[src/rtl/scc_pkg.sv]
// ==========================================================================
// sar conversion control constants
// ==========================================================================
package scc_pkg;

  localparam int unsigned SYS_CLK_HZ        = 20000000;
  localparam int unsigned RESULT_WIDTH      = 18;
  // conversion phase length in ns; internal conversion clock figure
  localparam int unsigned CONV_TIME_NS      = 1500;
  localparam int unsigned CONV_CYCLES       =
      (CONV_TIME_NS * (SYS_CLK_HZ / 1000000) + 999) / 1000;
  // automatic acquisition time between conversions in ns
  localparam int unsigned ACQ_TIME_NS       = 250;
  localparam int unsigned ACQ_CYCLES        =
      (ACQ_TIME_NS * (SYS_CLK_HZ / 1000000) + 999) / 1000;
  localparam int unsigned CNT_WIDTH         = 8;

  // ==========================================================================
  // apb register map
  // ==========================================================================
  localparam logic [11:0] CTRL_ADDR         = 12'h000;
  localparam logic [11:0] STATUS_ADDR       = 12'h004;
  localparam logic [11:0] RESULT_ADDR       = 12'h008;
  localparam logic [11:0] COUNT_ADDR        = 12'h00c;

  // control fields
  localparam int unsigned CTRL_PD_BIT       = 0;
  localparam int unsigned CTRL_BUF_PD_BIT   = 1;
  localparam logic [1:0]  CTRL_RESET_VALUE  = 2'h0;

  // status fields
  localparam int unsigned STAT_BUSY_BIT     = 0;
  localparam int unsigned STAT_LOWPWR_BIT   = 1;
  localparam int unsigned STAT_AUTO_BIT     = 2;
  localparam int unsigned STAT_ARMED_BIT    = 3;

  typedef enum logic [1:0] {
    SCC_IDLE,
    SCC_CONVERT,
    SCC_ACQUIRE
  } scc_state_type;

endpackage : scc_pkg

[src/rtl/scc_control.sv]
`timescale 1ns/1ps
`default_nettype none
// Behaviour
// a conversion starts only on a low conversion_start_n, nothing else starts one.
// the conversion phase begins at the falling edge of conversion_start_n after acquisition.
// a running conversion always completes; new starts and power_down_request cannot abort it.
// conversion timing ignores chip select and read strobe entirely.
// at the end of the sequence the result code is produced and busy is driven low.
// if conversion_start_n is still low when busy falls, acquisition and the next start run by themselves.
// the self-repeating rate may exceed the nominal rate, so the result path takes any rate.
// after power-up the host must drive conversion_start_n low once to begin converting.
// the core drops to low power at the end of every conversion and stays so through acquisition.
// the host interface stays fully working during acquisition and low power.
// ref_buffer_power_down low enables the reference buffer, high powers it down.
// busy stays high from start to result, for a length set by the conversion clock.
module scc_control
  import scc_pkg::*;
#(
  parameter int unsigned CONV_LEN = CONV_CYCLES,
  parameter int unsigned ACQ_LEN  = ACQ_CYCLES
) (
  // clock and reset
  input  wire logic                    sys_clk,
  input  wire logic                    rst_n,
  // conversion control pins
  input  wire logic                    conversion_start_n,
  input  wire logic                    cs_n,
  input  wire logic                    rd_n,
  // result from the sar core
  input  wire logic [RESULT_WIDTH-1:0] sar_code,
  // converter status pins
  output logic                         busy,
  output logic                         core_low_power,
  output logic                         ref_buffer_power_down,
  output logic                         ref_buffer_enable,
  output logic                         result_valid,
  output logic [RESULT_WIDTH-1:0]      result_data,
  // apb slave
  input  wire logic                    psel,
  input  wire logic                    penable,
  input  wire logic                    pwrite,
  input  wire logic [11:0]             paddr,
  input  wire logic [31:0]             pwdata,
  output logic [31:0]                  prdata,
  output logic                         pready,
  output logic                         pslverr
);

  // ==========================================================================
  // declarations
  // ==========================================================================
  scc_state_type          state_reg;
  logic [CNT_WIDTH-1:0]   cnt_reg;
  logic                   start_lvl;
  logic                   start_prev_reg;
  logic                   start_fall;
  logic                   armed_reg;
  logic                   auto_reg;
  logic [1:0]             ctrl_reg;
  logic [31:0]            conv_count_reg;
  logic                   apb_write;
  logic                   apb_read;
  logic                   addr_ok;

  // cycle counts cut to counter width
  function automatic logic [CNT_WIDTH-1:0] len_of(input int unsigned n);
    len_of = CNT_WIDTH'((n > 0) ? n - 1 : 0);
  endfunction

  // ==========================================================================
  // start pin
  // ==========================================================================
  // start pin crosses from the host domain
  scc_sync #(
    .RESET_LEVEL (1'b1)
  ) u_start_sync (
    .sys_clk   (sys_clk),
    .rst_n     (rst_n),
    .pin_in    (conversion_start_n),
    .level_out (start_lvl)
  );

  // falling edge of the synchronised start level
  always_ff @(posedge sys_clk) begin
    if (!rst_n) begin
      start_prev_reg <= 1'b1;
    end else begin
      start_prev_reg <= start_lvl;
    end
  end

  assign start_fall = start_prev_reg & ~start_lvl;

  // nothing converts until the host first pulls start low after reset
  always_ff @(posedge sys_clk) begin
    if (!rst_n) begin
      armed_reg <= 1'b0;
    end else if (start_fall) begin
      armed_reg <= 1'b1;
    end
  end

  // ==========================================================================
  // conversion sequencer; cs_n and rd_n are never looked at here
  // ==========================================================================
  always_ff @(posedge sys_clk) begin
    if (!rst_n) begin
      state_reg <= SCC_IDLE;
      cnt_reg   <= '0;
      auto_reg  <= 1'b0;
    end else begin
      unique case (state_reg)
        SCC_IDLE: begin
          if (start_fall) begin
            state_reg <= SCC_CONVERT;
            cnt_reg   <= len_of(CONV_LEN);
            auto_reg  <= 1'b0;
          end
        end
        SCC_CONVERT: begin
          // runs to the end regardless of start or power down
          if (cnt_reg == '0) begin
            if (!start_lvl) begin
              state_reg <= SCC_ACQUIRE;
              cnt_reg   <= len_of(ACQ_LEN);
              auto_reg  <= 1'b1;
            end else begin
              state_reg <= SCC_IDLE;
              auto_reg  <= 1'b0;
            end
          end else begin
            cnt_reg <= cnt_reg - 1'b1;
          end
        end
        SCC_ACQUIRE: begin
          // self-timed acquisition, restart if start still low
          if (start_lvl) begin
            state_reg <= SCC_IDLE;
            auto_reg  <= 1'b0;
          end else if (cnt_reg == '0) begin
            state_reg <= SCC_CONVERT;
            cnt_reg   <= len_of(CONV_LEN);
          end else begin
            cnt_reg <= cnt_reg - 1'b1;
          end
        end
      endcase
    end
  end

  assign busy           = (state_reg == SCC_CONVERT);
  assign core_low_power = (state_reg != SCC_CONVERT);

  // ==========================================================================
  // result capture
  // ==========================================================================
  // result taken each time busy falls; no rate limit on the output side
  always_ff @(posedge sys_clk) begin
    if (!rst_n) begin
      result_data  <= '0;
      result_valid <= 1'b0;
    end else begin
      result_valid <= 1'b0;
      if (state_reg == SCC_CONVERT && cnt_reg == '0) begin
        result_data  <= sar_code;
        result_valid <= 1'b1;
      end
    end
  end

  // completed conversion counter
  always_ff @(posedge sys_clk) begin
    if (!rst_n) begin
      conv_count_reg <= '0;
    end else if (state_reg == SCC_CONVERT && cnt_reg == '0) begin
      conv_count_reg <= conv_count_reg + 32'h1;
    end
  end

  // ==========================================================================
  // apb slave, always answers, also during acquisition
  // ==========================================================================
  assign apb_write = psel & penable & pwrite;
  assign apb_read  = psel & ~pwrite;
  assign addr_ok   = (paddr == CTRL_ADDR) || (paddr == STATUS_ADDR) ||
                     (paddr == RESULT_ADDR) || (paddr == COUNT_ADDR);
  assign pready    = 1'b1;
  assign pslverr   = psel & penable & ~addr_ok;

  // control register; power down request only steers software view
  always_ff @(posedge sys_clk) begin
    if (!rst_n) begin
      ctrl_reg <= CTRL_RESET_VALUE;
    end else if (apb_write && paddr == CTRL_ADDR) begin
      ctrl_reg <= pwdata[1:0];
    end
  end

  // buffer enable follows the software level
  assign ref_buffer_power_down = ctrl_reg[CTRL_BUF_PD_BIT];
  assign ref_buffer_enable     = ~ctrl_reg[CTRL_BUF_PD_BIT];

  // read data registered in the setup cycle
  always_ff @(posedge sys_clk) begin
    if (!rst_n) begin
      prdata <= '0;
    end else if (apb_read && !penable) begin
      unique case (paddr)
        CTRL_ADDR:   prdata <= {30'h0, ctrl_reg};
        STATUS_ADDR: prdata <= {28'h0, armed_reg, auto_reg, core_low_power, busy};
        RESULT_ADDR: prdata <= {14'h0, result_data};
        COUNT_ADDR:  prdata <= conv_count_reg;
        default:     prdata <= '0;
      endcase
    end
  end

endmodule // scc_control
`default_nettype wire

[src/rtl/scc_sync.sv]
`timescale 1ns/1ps
`default_nettype none
// ==========================================================================
// three-stage pin synchroniser, change taken when stages two and three agree
// ==========================================================================
module scc_sync #(
  parameter logic RESET_LEVEL = 1'b1
) (
  // clock and reset
  input  wire logic sys_clk,
  input  wire logic rst_n,
  // pin and result
  input  wire logic pin_in,
  output logic      level_out
);

  logic [2:0] stage_reg;

  // shift the pin through three flops
  always_ff @(posedge sys_clk) begin
    if (!rst_n) begin
      stage_reg <= {3{RESET_LEVEL}};
    end else begin
      stage_reg <= {stage_reg[1:0], pin_in};
    end
  end

  // accept a new level once the two later stages agree
  always_ff @(posedge sys_clk) begin
    if (!rst_n) begin
      level_out <= RESET_LEVEL;
    end else if (stage_reg[1] == stage_reg[2]) begin
      level_out <= stage_reg[2];
    end
  end

endmodule // scc_sync
`default_nettype wire

[config.mk]
export PLATFORM = sky130hd
export DESIGN_NAME = scc_control
export DESIGN_NICKNAME = d
export VERILOG_FILES = /design/src/rtl/scc_pkg.sv /design/src/rtl/scc_control.sv /design/src/rtl/scc_sync.sv
export SDC_FILE = /design/constraint.sdc
export NUM_CORES = 1
export LEC_CHECK = 0
export BUFFER_PORTS_ARGS = -buffer_cell sky130_fd_sc_hd__clkbuf_2
export CORE_ASPECT_RATIO = 1.4
export CORE_MARGIN = 8
export CORE_UTILIZATION = 25
export DETAILED_ROUTE_END_ITERATION = 8
export MAX_ROUTING_LAYER = met4
export SLEW_MARGIN = 40
export SYNTH_ARGS = -nofsm -noshare
export SYNTH_HDL_FRONTEND = slang
export SYNTH_SLANG_ARGS = --single-unit
[constraint.sdc]
create_clock -name sys_clk -period 2.15 [get_ports sys_clk]
set_input_delay 0.43 -clock sys_clk [delete_from_list [all_inputs] [get_ports sys_clk]]
set_output_delay 0.43 -clock sys_clk [all_outputs]
set_load 0.03 [all_outputs]
=== Yosys cells after proc, flatten, opt, wreduce, memory -nomap -nowiden ===
Cells that the tools add are included.

* Register bits: 102
* Bits of input ports: 70
* Output and inout port bits: 57
* Word-level logic and storage cells: 68

* Add/subtract/negate cells: 2
* Equal/unequal tests: 13
* Muxes and demuxes: 19
* Bitwise operators: 9
* Reductions and logical operators: 13

{| class="wikitable"
|+ Operator list
! operator !! number
|-
| case mux 32 bit (4 select lines) || 1
|-
| 2-to-1 mux 8 bit || 5
|-
| adder 32 x 1 -> 32 bit (second input constant) || 1
|-
| equality test 12 x 4 -> 1 bit (second input constant) || 2
|-
| case mux 8 bit (3 select lines) || 1
|-
| equality test 12 x 3 -> 1 bit (second input constant) || 1
|-
| logical NOT 12 bit || 1
|-
| 2-to-1 mux 2 bit || 5
|-
| AND reduction 3 bit || 3
|-
| logical NOT 8 bit || 1
|-
| subtractor 8 x 1 -> 8 bit (second input constant) || 1
|-
| inequality test 2 x 1 -> 1 bit (second input constant) || 3
|-
| case mux 2 bit (3 select lines) || 1
|-
| bitwise AND 1 bit || 5
|-
| 2-to-1 mux 1 bit || 5
|-
| inequality test 2 bit (second input constant) || 2
|-
| NOT 1 bit || 4
|-
| logical AND 1 bit || 3
|-
| logical OR 1 bit || 3
|-
| inequality test 3 x 2 -> 1 bit (second input constant) || 1
|-
| inequality test 3 bit (second input constant) || 1
|-
| case mux 1 bit (3 select lines) || 1
|-
| equality test 2 x 1 -> 1 bit (second input constant) || 1
|-
| equality test 2 bit (second input constant) || 1
|-
| 3 further kinds || 3
|}

=== Longest topological paths before layout ===
Gate-level depths: netlist (run 1).

* Depth after elaboration: 6
* Depth in mapped cells: 8
* Gate-level depth less buffers: 6

=== By module ===
Synthesis (run 1) repeated with hierarchy kept, for this count alone.

* Cells, all modules: 542
* Area, all modules: 4580.6 µm²

{| class="wikitable"
|+ By module, submodules not included
! module !! times used !! cells an instance !! area each (µm²) !! sequential area each (µm²)
|-
| scc_control || 1 || 532 || 4468.0 || 1961.9
|-
| scc_sync || 1 || 10 || 112.6 || 80.1
|}

=== Worst setup path before layout (run 1) ===
No wires, ideal clock.

* Path type: input port to output port
* Start point: input paddr[7]
* End point: output pslverr
* Data arrival time: 1.797 ns
* Data required time: 1.720 ns
* Path slack: -0.077 ns
* Cell stages on the path: 5
* Path buffers: 2
* Path through: or4_1 -> nor4_2 -> buf_2 -> buf_2 -> nor2_1

* Cells in the longest elaborated chain, start to end: 6
* Elaborated cells between the ends (all ways): 9
* Those cells by class: eq/ne: 3; bitwise: 2; reduce/logical: 4

{| class="wikitable"
|+ Ends and longest elaborated chain
! what !! RTL line !! text
|-
| start: declaration || scc_control.sv:42 || <nowiki>input wire logic [11:0] paddr,</nowiki>
|-
| equality test 12 x 3 -> 1 bit or logical NOT 12 bit (tied branches) || scc_control.sv:185 || <nowiki>assign addr_ok = (paddr == CTRL_ADDR) || (paddr == STATUS_ADDR) ||</nowiki>
|-
| logical OR 1 bit (2 in a row) || scc_control.sv:185 ||
|-
| logical OR 1 bit * || scc_control.sv:186 || <nowiki>(paddr == RESULT_ADDR) || (paddr == COUNT_ADDR);</nowiki>
|-
| NOT 1 bit * || scc_control.sv:188 || <nowiki>assign pslverr = psel & penable & ~addr_ok;</nowiki>
|-
| bitwise AND 1 bit * || scc_control.sv:188 ||
|-
| end: declaration || scc_control.sv:46 || <nowiki>output logic pslverr</nowiki>
|}

Every way passes the cells marked *; elsewhere a longest branch is shown, timed or not.

=== Final worst setup path (run 1) ===
Same ends and word-level chain as after synthesis.

==> results of run 1 <==
## routing by layer
metal,part of all wire,track usage,vias up
met5,0,-,-
met4,0.023,0.0527,0
met3,0.024,0.0132,18
met2,0.54,0.220,84
met1,0.42,0.130,2090
li1,-,-,2234
## cell families (layout without fill, tap and decap cells)
| kind of cell | count (synthesis) | after routing | synth area share |
|---|---|---|---|
| compound gates | 140 | 140 | 0.204 |
| xor+xnor | 5 | 5 | 0.00925 |
| fa+ha+maj | 6 | 6 | 0.0159 |
| buf+inv | 51 | 171 | 0.0499 |
| flops | 102 | 102 | 0.431 |
| mux | 10 | 10 | 0.0269 |
| other cells | 1 | 1 | 0.000792 |
| simple gates | 222 | 222 | 0.262 |
## worst max-delay path, cell delays in order
cell,delay [ns]
clkbuf_2,0.08
or4_4,0.54
nor4_4,0.22
buf_4,0.15
nor2_2,0.03
clkbuf_4,0.17
## placed cells by master (no fill, tap or decap), types with 14 or more instances in the layout
master / netlist / layout
or3_1: 14 / 14
buf_4: 2 / 46
nand2_1: 73 / 73
clkbuf_2: 0 / 92
nand2b_1: 15 / 15
o21ai_0: 23 / 23
dfxtp_1: 102 / 102
a32oi_1: 14 / 14
nor2_1: 23 / 22
a21oi_1: 48 / 48
and3_1: 20 / 20
nand4_1: 14 / 14
## worst max path at each step
stage / start / to / slack, ns
after global placement: paddr[7] / prdata[16] / -0.05
after detailed placement: paddr[7] / prdata[8] / -0.09
final: paddr[7] / pslverr / 0.09
after global routing: cnt_reg[0] / conv_count_reg[14] / 0.004
after floorplan: paddr[7] / pslverr / 0.009
after CTS: paddr[7] / pslverr / 0.03
## cell type report
| cell class | instances | area share |
|---|---|---|
| clock buffers | 9 | 0.0371 |
| clock inverters | 7 | 0.0119 |
| inverters | 12 | 0.00803 |
| multi-input cells | 384 | 0.410 |
| flip-flops and latches | 102 | 0.336 |
| well taps | 244 | 0.0502 |
| repair buffers | 143 | 0.147 |
## metrics by stage
stage                     instance area (um2)  power, W  setup TNS [ns]
after floorplan                          4750   0.00241               0
after detailed placement                 5740   0.00266           -1.10
final                                    6080   0.00428               0
after global routing                     6080   0.00446               0
after CTS                                6060   0.00432               0
after global placement                   5740   0.00266          -0.675
## power groups by stage
stage,clock network [W],logic (W),registers (W)
3_5_place_dp,0,0.000639,0.00202
5_1_grt,0.00176,0.000711,0.00199
4_1_cts,0.00169,0.000646,0.00198
6_report,0.00165,0.000649,0.00198
3_3_place_gp,0,0.000637,0.00202
2_1_floorplan,0,0.000348,0.00206
## repair_timing
action / in CTS / in global routing
buffers inserted: 1 / 1
pin swaps: 0 / 1
hold buffers: 0 / 0
endpoints found under the setup margin: 2 / 4
resized for setup: 3 / 3
hold endpoints to repair: 0 / 0
==> metrics, run 1 <==
gr usage total=0.120; drt initial violations=235; register area=0.00204 mm2; Final Worst Setup Slack=0.0898 ns; Finished Layout Cells=901; Die Span Y=179 um; Peak VDD IR=406 uV; Internal Power=0.00301 W; CTS tree=built; Seq/Total Area, Yosys=0.431; worst hold slack=0.287 ns; layout cell share with drive strength beyond 1=0.286; max_slew headroom=0.587; I/O Buffers=93; Static Leak=2.36 nW; R2R Setup Slk=0.17 ns; dpl hpwl=10600 um; Reg clk slew, reported paths=0.07 ns; status=completed; skew final=0.0150 ns; Final Max Slew Viols=0; hold crit path type=in2reg; number of global-route vias before repair=4275; Ys Warns=0; prevailing post-synth register cell=dfxtp_1; CTS Sinks=102; setup slack at placement=-0.0875 ns; row count=59; Max Cap Viol=0; worst reg2reg path startpoint=cnt_reg[0]; Pwr Density=704 mW/mm2; ANT cells=0; DRT Pass-1 Iters=5; Post-synth EDFFs=0; gpl congestion=0.838; Sequential Power Share=0.462; most frequent cell after synthesis=dfxtp_1; count of cell types in the netlist=66; Clock power frac=0.386; first-pass GRT wire length=22400 um; Hold Vio Cnt, Final=0; Startpoint Class=primary input; syn_area_per_cell=8.82 um2; worst r2r path cells=8; core area=0.0186 mm2; Sw Pwr=0.00127 W; GRT overflow=0; DRC Markers=0; Total Die Area=0.0237 mm2; routed via count=4426; share of the synthesized area in the top cell type=0.431; Syn Nets=613; wire per inst=15.7 um; largest area contributor in the netlist=dfxtp_1; synthesized area=0.00474 mm2; Critical Setup Path Class=in2out; Nets=728; Tcrit/Tclk final=0.958; Hold EP=u_start_sync.stage_reg[0]; commonest cells in the netlist=102 x dfxtp_1, 73 x nand2_1, 48 x a21oi_1; worst slew pin tran=0.617 ns; top post-synthesis cells by area=dfxtp_1 43%, nand2_1 5.8%, a21oi_1 5.1%; Multi-input gate area=0.00249 mm2; number of fill cells=1994; cells after synthesis=537; RSZ-0062 raised after global routing=false; largest net degree at the start of global routing=56; Critical Path Sink Type=primary output; worst-path maximum fanout=2; post-DR vias/cell=4.91; ys async rst share=0; Gate power share=0.152; Clock Latency Late Sink=0.35 ns; final setup violating endpoints=0; initial antenna violation count=0; H-tree depth=3; Ports=127; min Tclk post-route=2.06 ns; required time worst endpoint=1.72 ns; clk buf depth=2; Num CTS Buffers=9; fmax=485 MHz; Post-Route WL=14200 um; Arr. time, crit path=1.63 ns; Placed Cells=883; FF-to-FF End=conv_count_reg[14]; clk root buf=clkbuf_16; hold_sp=conversion_start_n; post-route ant nets=0; switching portion of total power=0.296; final core utilization=0.327; die width=132 um; Initial Util=0.255; synthesis-stage register bit count=102; Syn-to-layout area delta=28.3%; Worst Hold Depth=2
(Power assumes the default switching activity.)
==> run 2: changes to the inputs <==
- CAP_MARGIN: not set -> 40
- SYNTH_HIERARCHICAL: not set -> 1
==> run 2 against run 1 <==
Compared with the run above:
- routed wire length is 15% lower
- worst setup slack better by 0.0081 ns
- non-clock buffer count is 28 lower
- global-route usage is 1.3 points lower
- utilization is 0.81 points lower
- largest power group unchanged
==> metrics, run 2 <==
placed standard-cell area=0.00544 mm2 (-5.3%); H-tree depth=3 (unchanged); Sequential Power Share=0.474 (+0.012); Max Cap Viol=0 (unchanged); I/O Buffers=93 (unchanged); largest net degree at the start of global routing=41 (-27%); most frequent cell after synthesis=dfxtp_1; Total Die Area=0.0230 mm2 (-2.9%); Startpoint Class=flop; Clock Latency Late Sink=0.35 ns (about the same); Pwr Density=731 mW/mm2 (+3.8%); Syn Nets=618 (+0.82%); Critical Path Sink Type=flop; die width=130 um (-1.5%); hold crit path type=in2reg; status=completed; RSZ-0062 raised after global routing=false; Pwr Total=0.00419 W (-2.1%); Initial Util=0.255 (about the same); CTS resizes=0 (-3); first-pass GRT wire length=19600 um (-13%); Gate power share=0.140 (-0.012); DRT Pass-1 Iters=4 (-1); post-DR vias/cell=4.61 (-6.1%); routed via count=4053 (-8.4%); Num CTS Buffers=9 (unchanged); Syn-to-layout area delta=25.2%; Clock power frac=0.386 (about the same); syn_area_per_cell=8.45 um2 (-4.2%); final instance area=0.00573 mm2 (-5.6%); Final Worst Setup Slack=0.0979 ns (+0.00813 ns); setup TNS=0 ns (unchanged); Sw Pwr=0.00123 W (-3.4%); synthesis-stage register bit count=102 (unchanged); prevailing post-synth register cell=dfxtp_1; min Tclk post-route=2.05 ns (-0.00813 ns); Die Span Y=176 um (-1.5%); Ys Warns=6 (+6); gr usage total=0.108 (-0.0128); count of cell types in the netlist=52 (-21%); initial antenna violation count=0 (unchanged); GRT overflow=0 (unchanged); skew final=0.0104 ns (-0.00458 ns); clk buf depth=2 (unchanged); top post-synthesis cells by area=dfxtp_1 45%, nand2_1 7.5%, a21oi_1 6.1%; core area=0.0180 mm2 (-3.3%); Ports=127 (unchanged); post-route ant nets=0 (unchanged); dpl hpwl=9020 um (-14%); ys async rst share=0 (unchanged); share of the synthesized area in the top cell type=0.446 (+0.0146); synthesized area=0.00458 mm2 (-3.3%); worst-path maximum fanout=24 (+22); drt initial violations=237 (+0.85%); CTS Sinks=102 (unchanged); layout cell share with drive strength beyond 1=0.227 (-0.0592); wire per inst=13.8 um (-12%); Nets=710 (-2.5%); Static Leak=2.31 nW (-2.2%); setup slack at placement=0.115 ns (+0.202 ns); Arr. time, crit path=2.32 ns (+0.69 ns); Critical Setup Path Class=reg2reg; Tcrit/Tclk final=0.954 (-0.00378); Reg clk slew, reported paths=0.07 ns (about the same); switching portion of total power=0.293 (-0.00395); fmax=487 MHz (+0.40%); required time worst endpoint=2.42 ns (+0.70 ns); most common cell after layout, fill and taps aside=dfxtp_1; gpl congestion=0.823 (-1.7%); row count=58 (-1.7%); Hold Vio Cnt, Final=0 (unchanged); commonest cells in the netlist=102 x dfxtp_1, 91 x nand2_1, 56 x a21oi_1; largest area contributor in the netlist=dfxtp_1; Post-synth EDFFs=0 (unchanged); Peak VDD IR=375 uV (-7.7%); number of global-route vias before repair=3906 (-8.6%); post-CTS setup buffer count=0 (-1); DRC Markers=0 (unchanged); Seq/Total Area, Yosys=0.446 (+0.0146); Internal Power=0.00296 W (-1.5%); hold_buf cts=0 (unchanged); clk root buf=clkbuf_16; max_slew headroom=0.557 (-0.0309); Final Max Slew Viols=0 (unchanged); worst slew pin tran=0.659 ns (+0.0417 ns); CTS tree=built; most frequent cells in the layout=102 x dfxtp_1, 93 x clkbuf_2, 91 x nand2_1; ANT cells=0 (unchanged); final setup violating endpoints=0 (unchanged); cells after synthesis=542 (+0.93%); Post-Route WL=12100 um (-15%)
[run 2: per-layer routing]
metal  GRT usage  up-vias  part of all wire
met2       0.192       79              0.52
met3      0.0163       13             0.046
met1       0.118     1868              0.42
met4      0.0403        0             0.018
met5           -        -                 0
li1            -     2093                 -
[run 2: path summary, 6_finish.rpt]
check / from / end / slack [ns] / cells past startpoint
hold / removal: conversion_start_n / u_start_sync/stage_reg[0] / 0.28 / 2
setup / recovery: cnt_reg[6] / conv_count_reg[3] / 0.1 / 5
hold reg to reg: u_start_sync/stage_reg[0] / u_start_sync/stage_reg[1] / 0.41 / 1
setup reg to reg: cnt_reg[6] / conv_count_reg[3] / 0.1 / 5
[run 2: logic make-up after synthesis]
kind of cell	after synthesis	synth area share
AO/OA/AOI/OAI	119	0.164
XOR/XNOR	10	0.0191
adder cells (fa/ha/maj)	6	0.0164
buffers and inverters	45	0.0380
flip-flops	102	0.446
multiplexers	19	0.0470
other	1	0.000819
AND/OR/NAND/NOR	240	0.269
[run 2: cell type report]
type	instances	area, um2
clock inverters	7	73.8
repair buffers	115	668
flip-flops and latches	102	2040
fillers	1937	12300
well taps	240	300
multi-input cells	395	2380
clock buffers	9	225
inverters	11	41.3
[run 2: critical path, stage by stage, from the launching register on]
cell and delay, ns:
dfxtp_1 0.35, or4_4 0.57, or2_1 0.29, buf_4 0.24, or3_1 0.37, a21oi_1 0.15
[run 2: power by group through the flow]
stage / Sequential, W / Combinational [W] / Clock, W
floorplan: 0.00208 / 0.000352 / 0
global placement: 0.00203 / 0.000589 / 0
CTS: 0.00199 / 0.000592 / 0.00167
finish: 0.00199 / 0.000586 / 0.00162
detailed placement: 0.00203 / 0.000591 / 0
global route: 0.00199 / 0.000643 / 0.00174
[run 2: stage by stage]
step,cells,util,hold slack (ns)
after floorplan,542,-,0.386
after global placement,863,0.302,0.393
after detailed placement,863,0.302,0.393
after CTS,879,0.319,0.279
after global routing,879,0.319,0.282
final,879,0.319,0.277
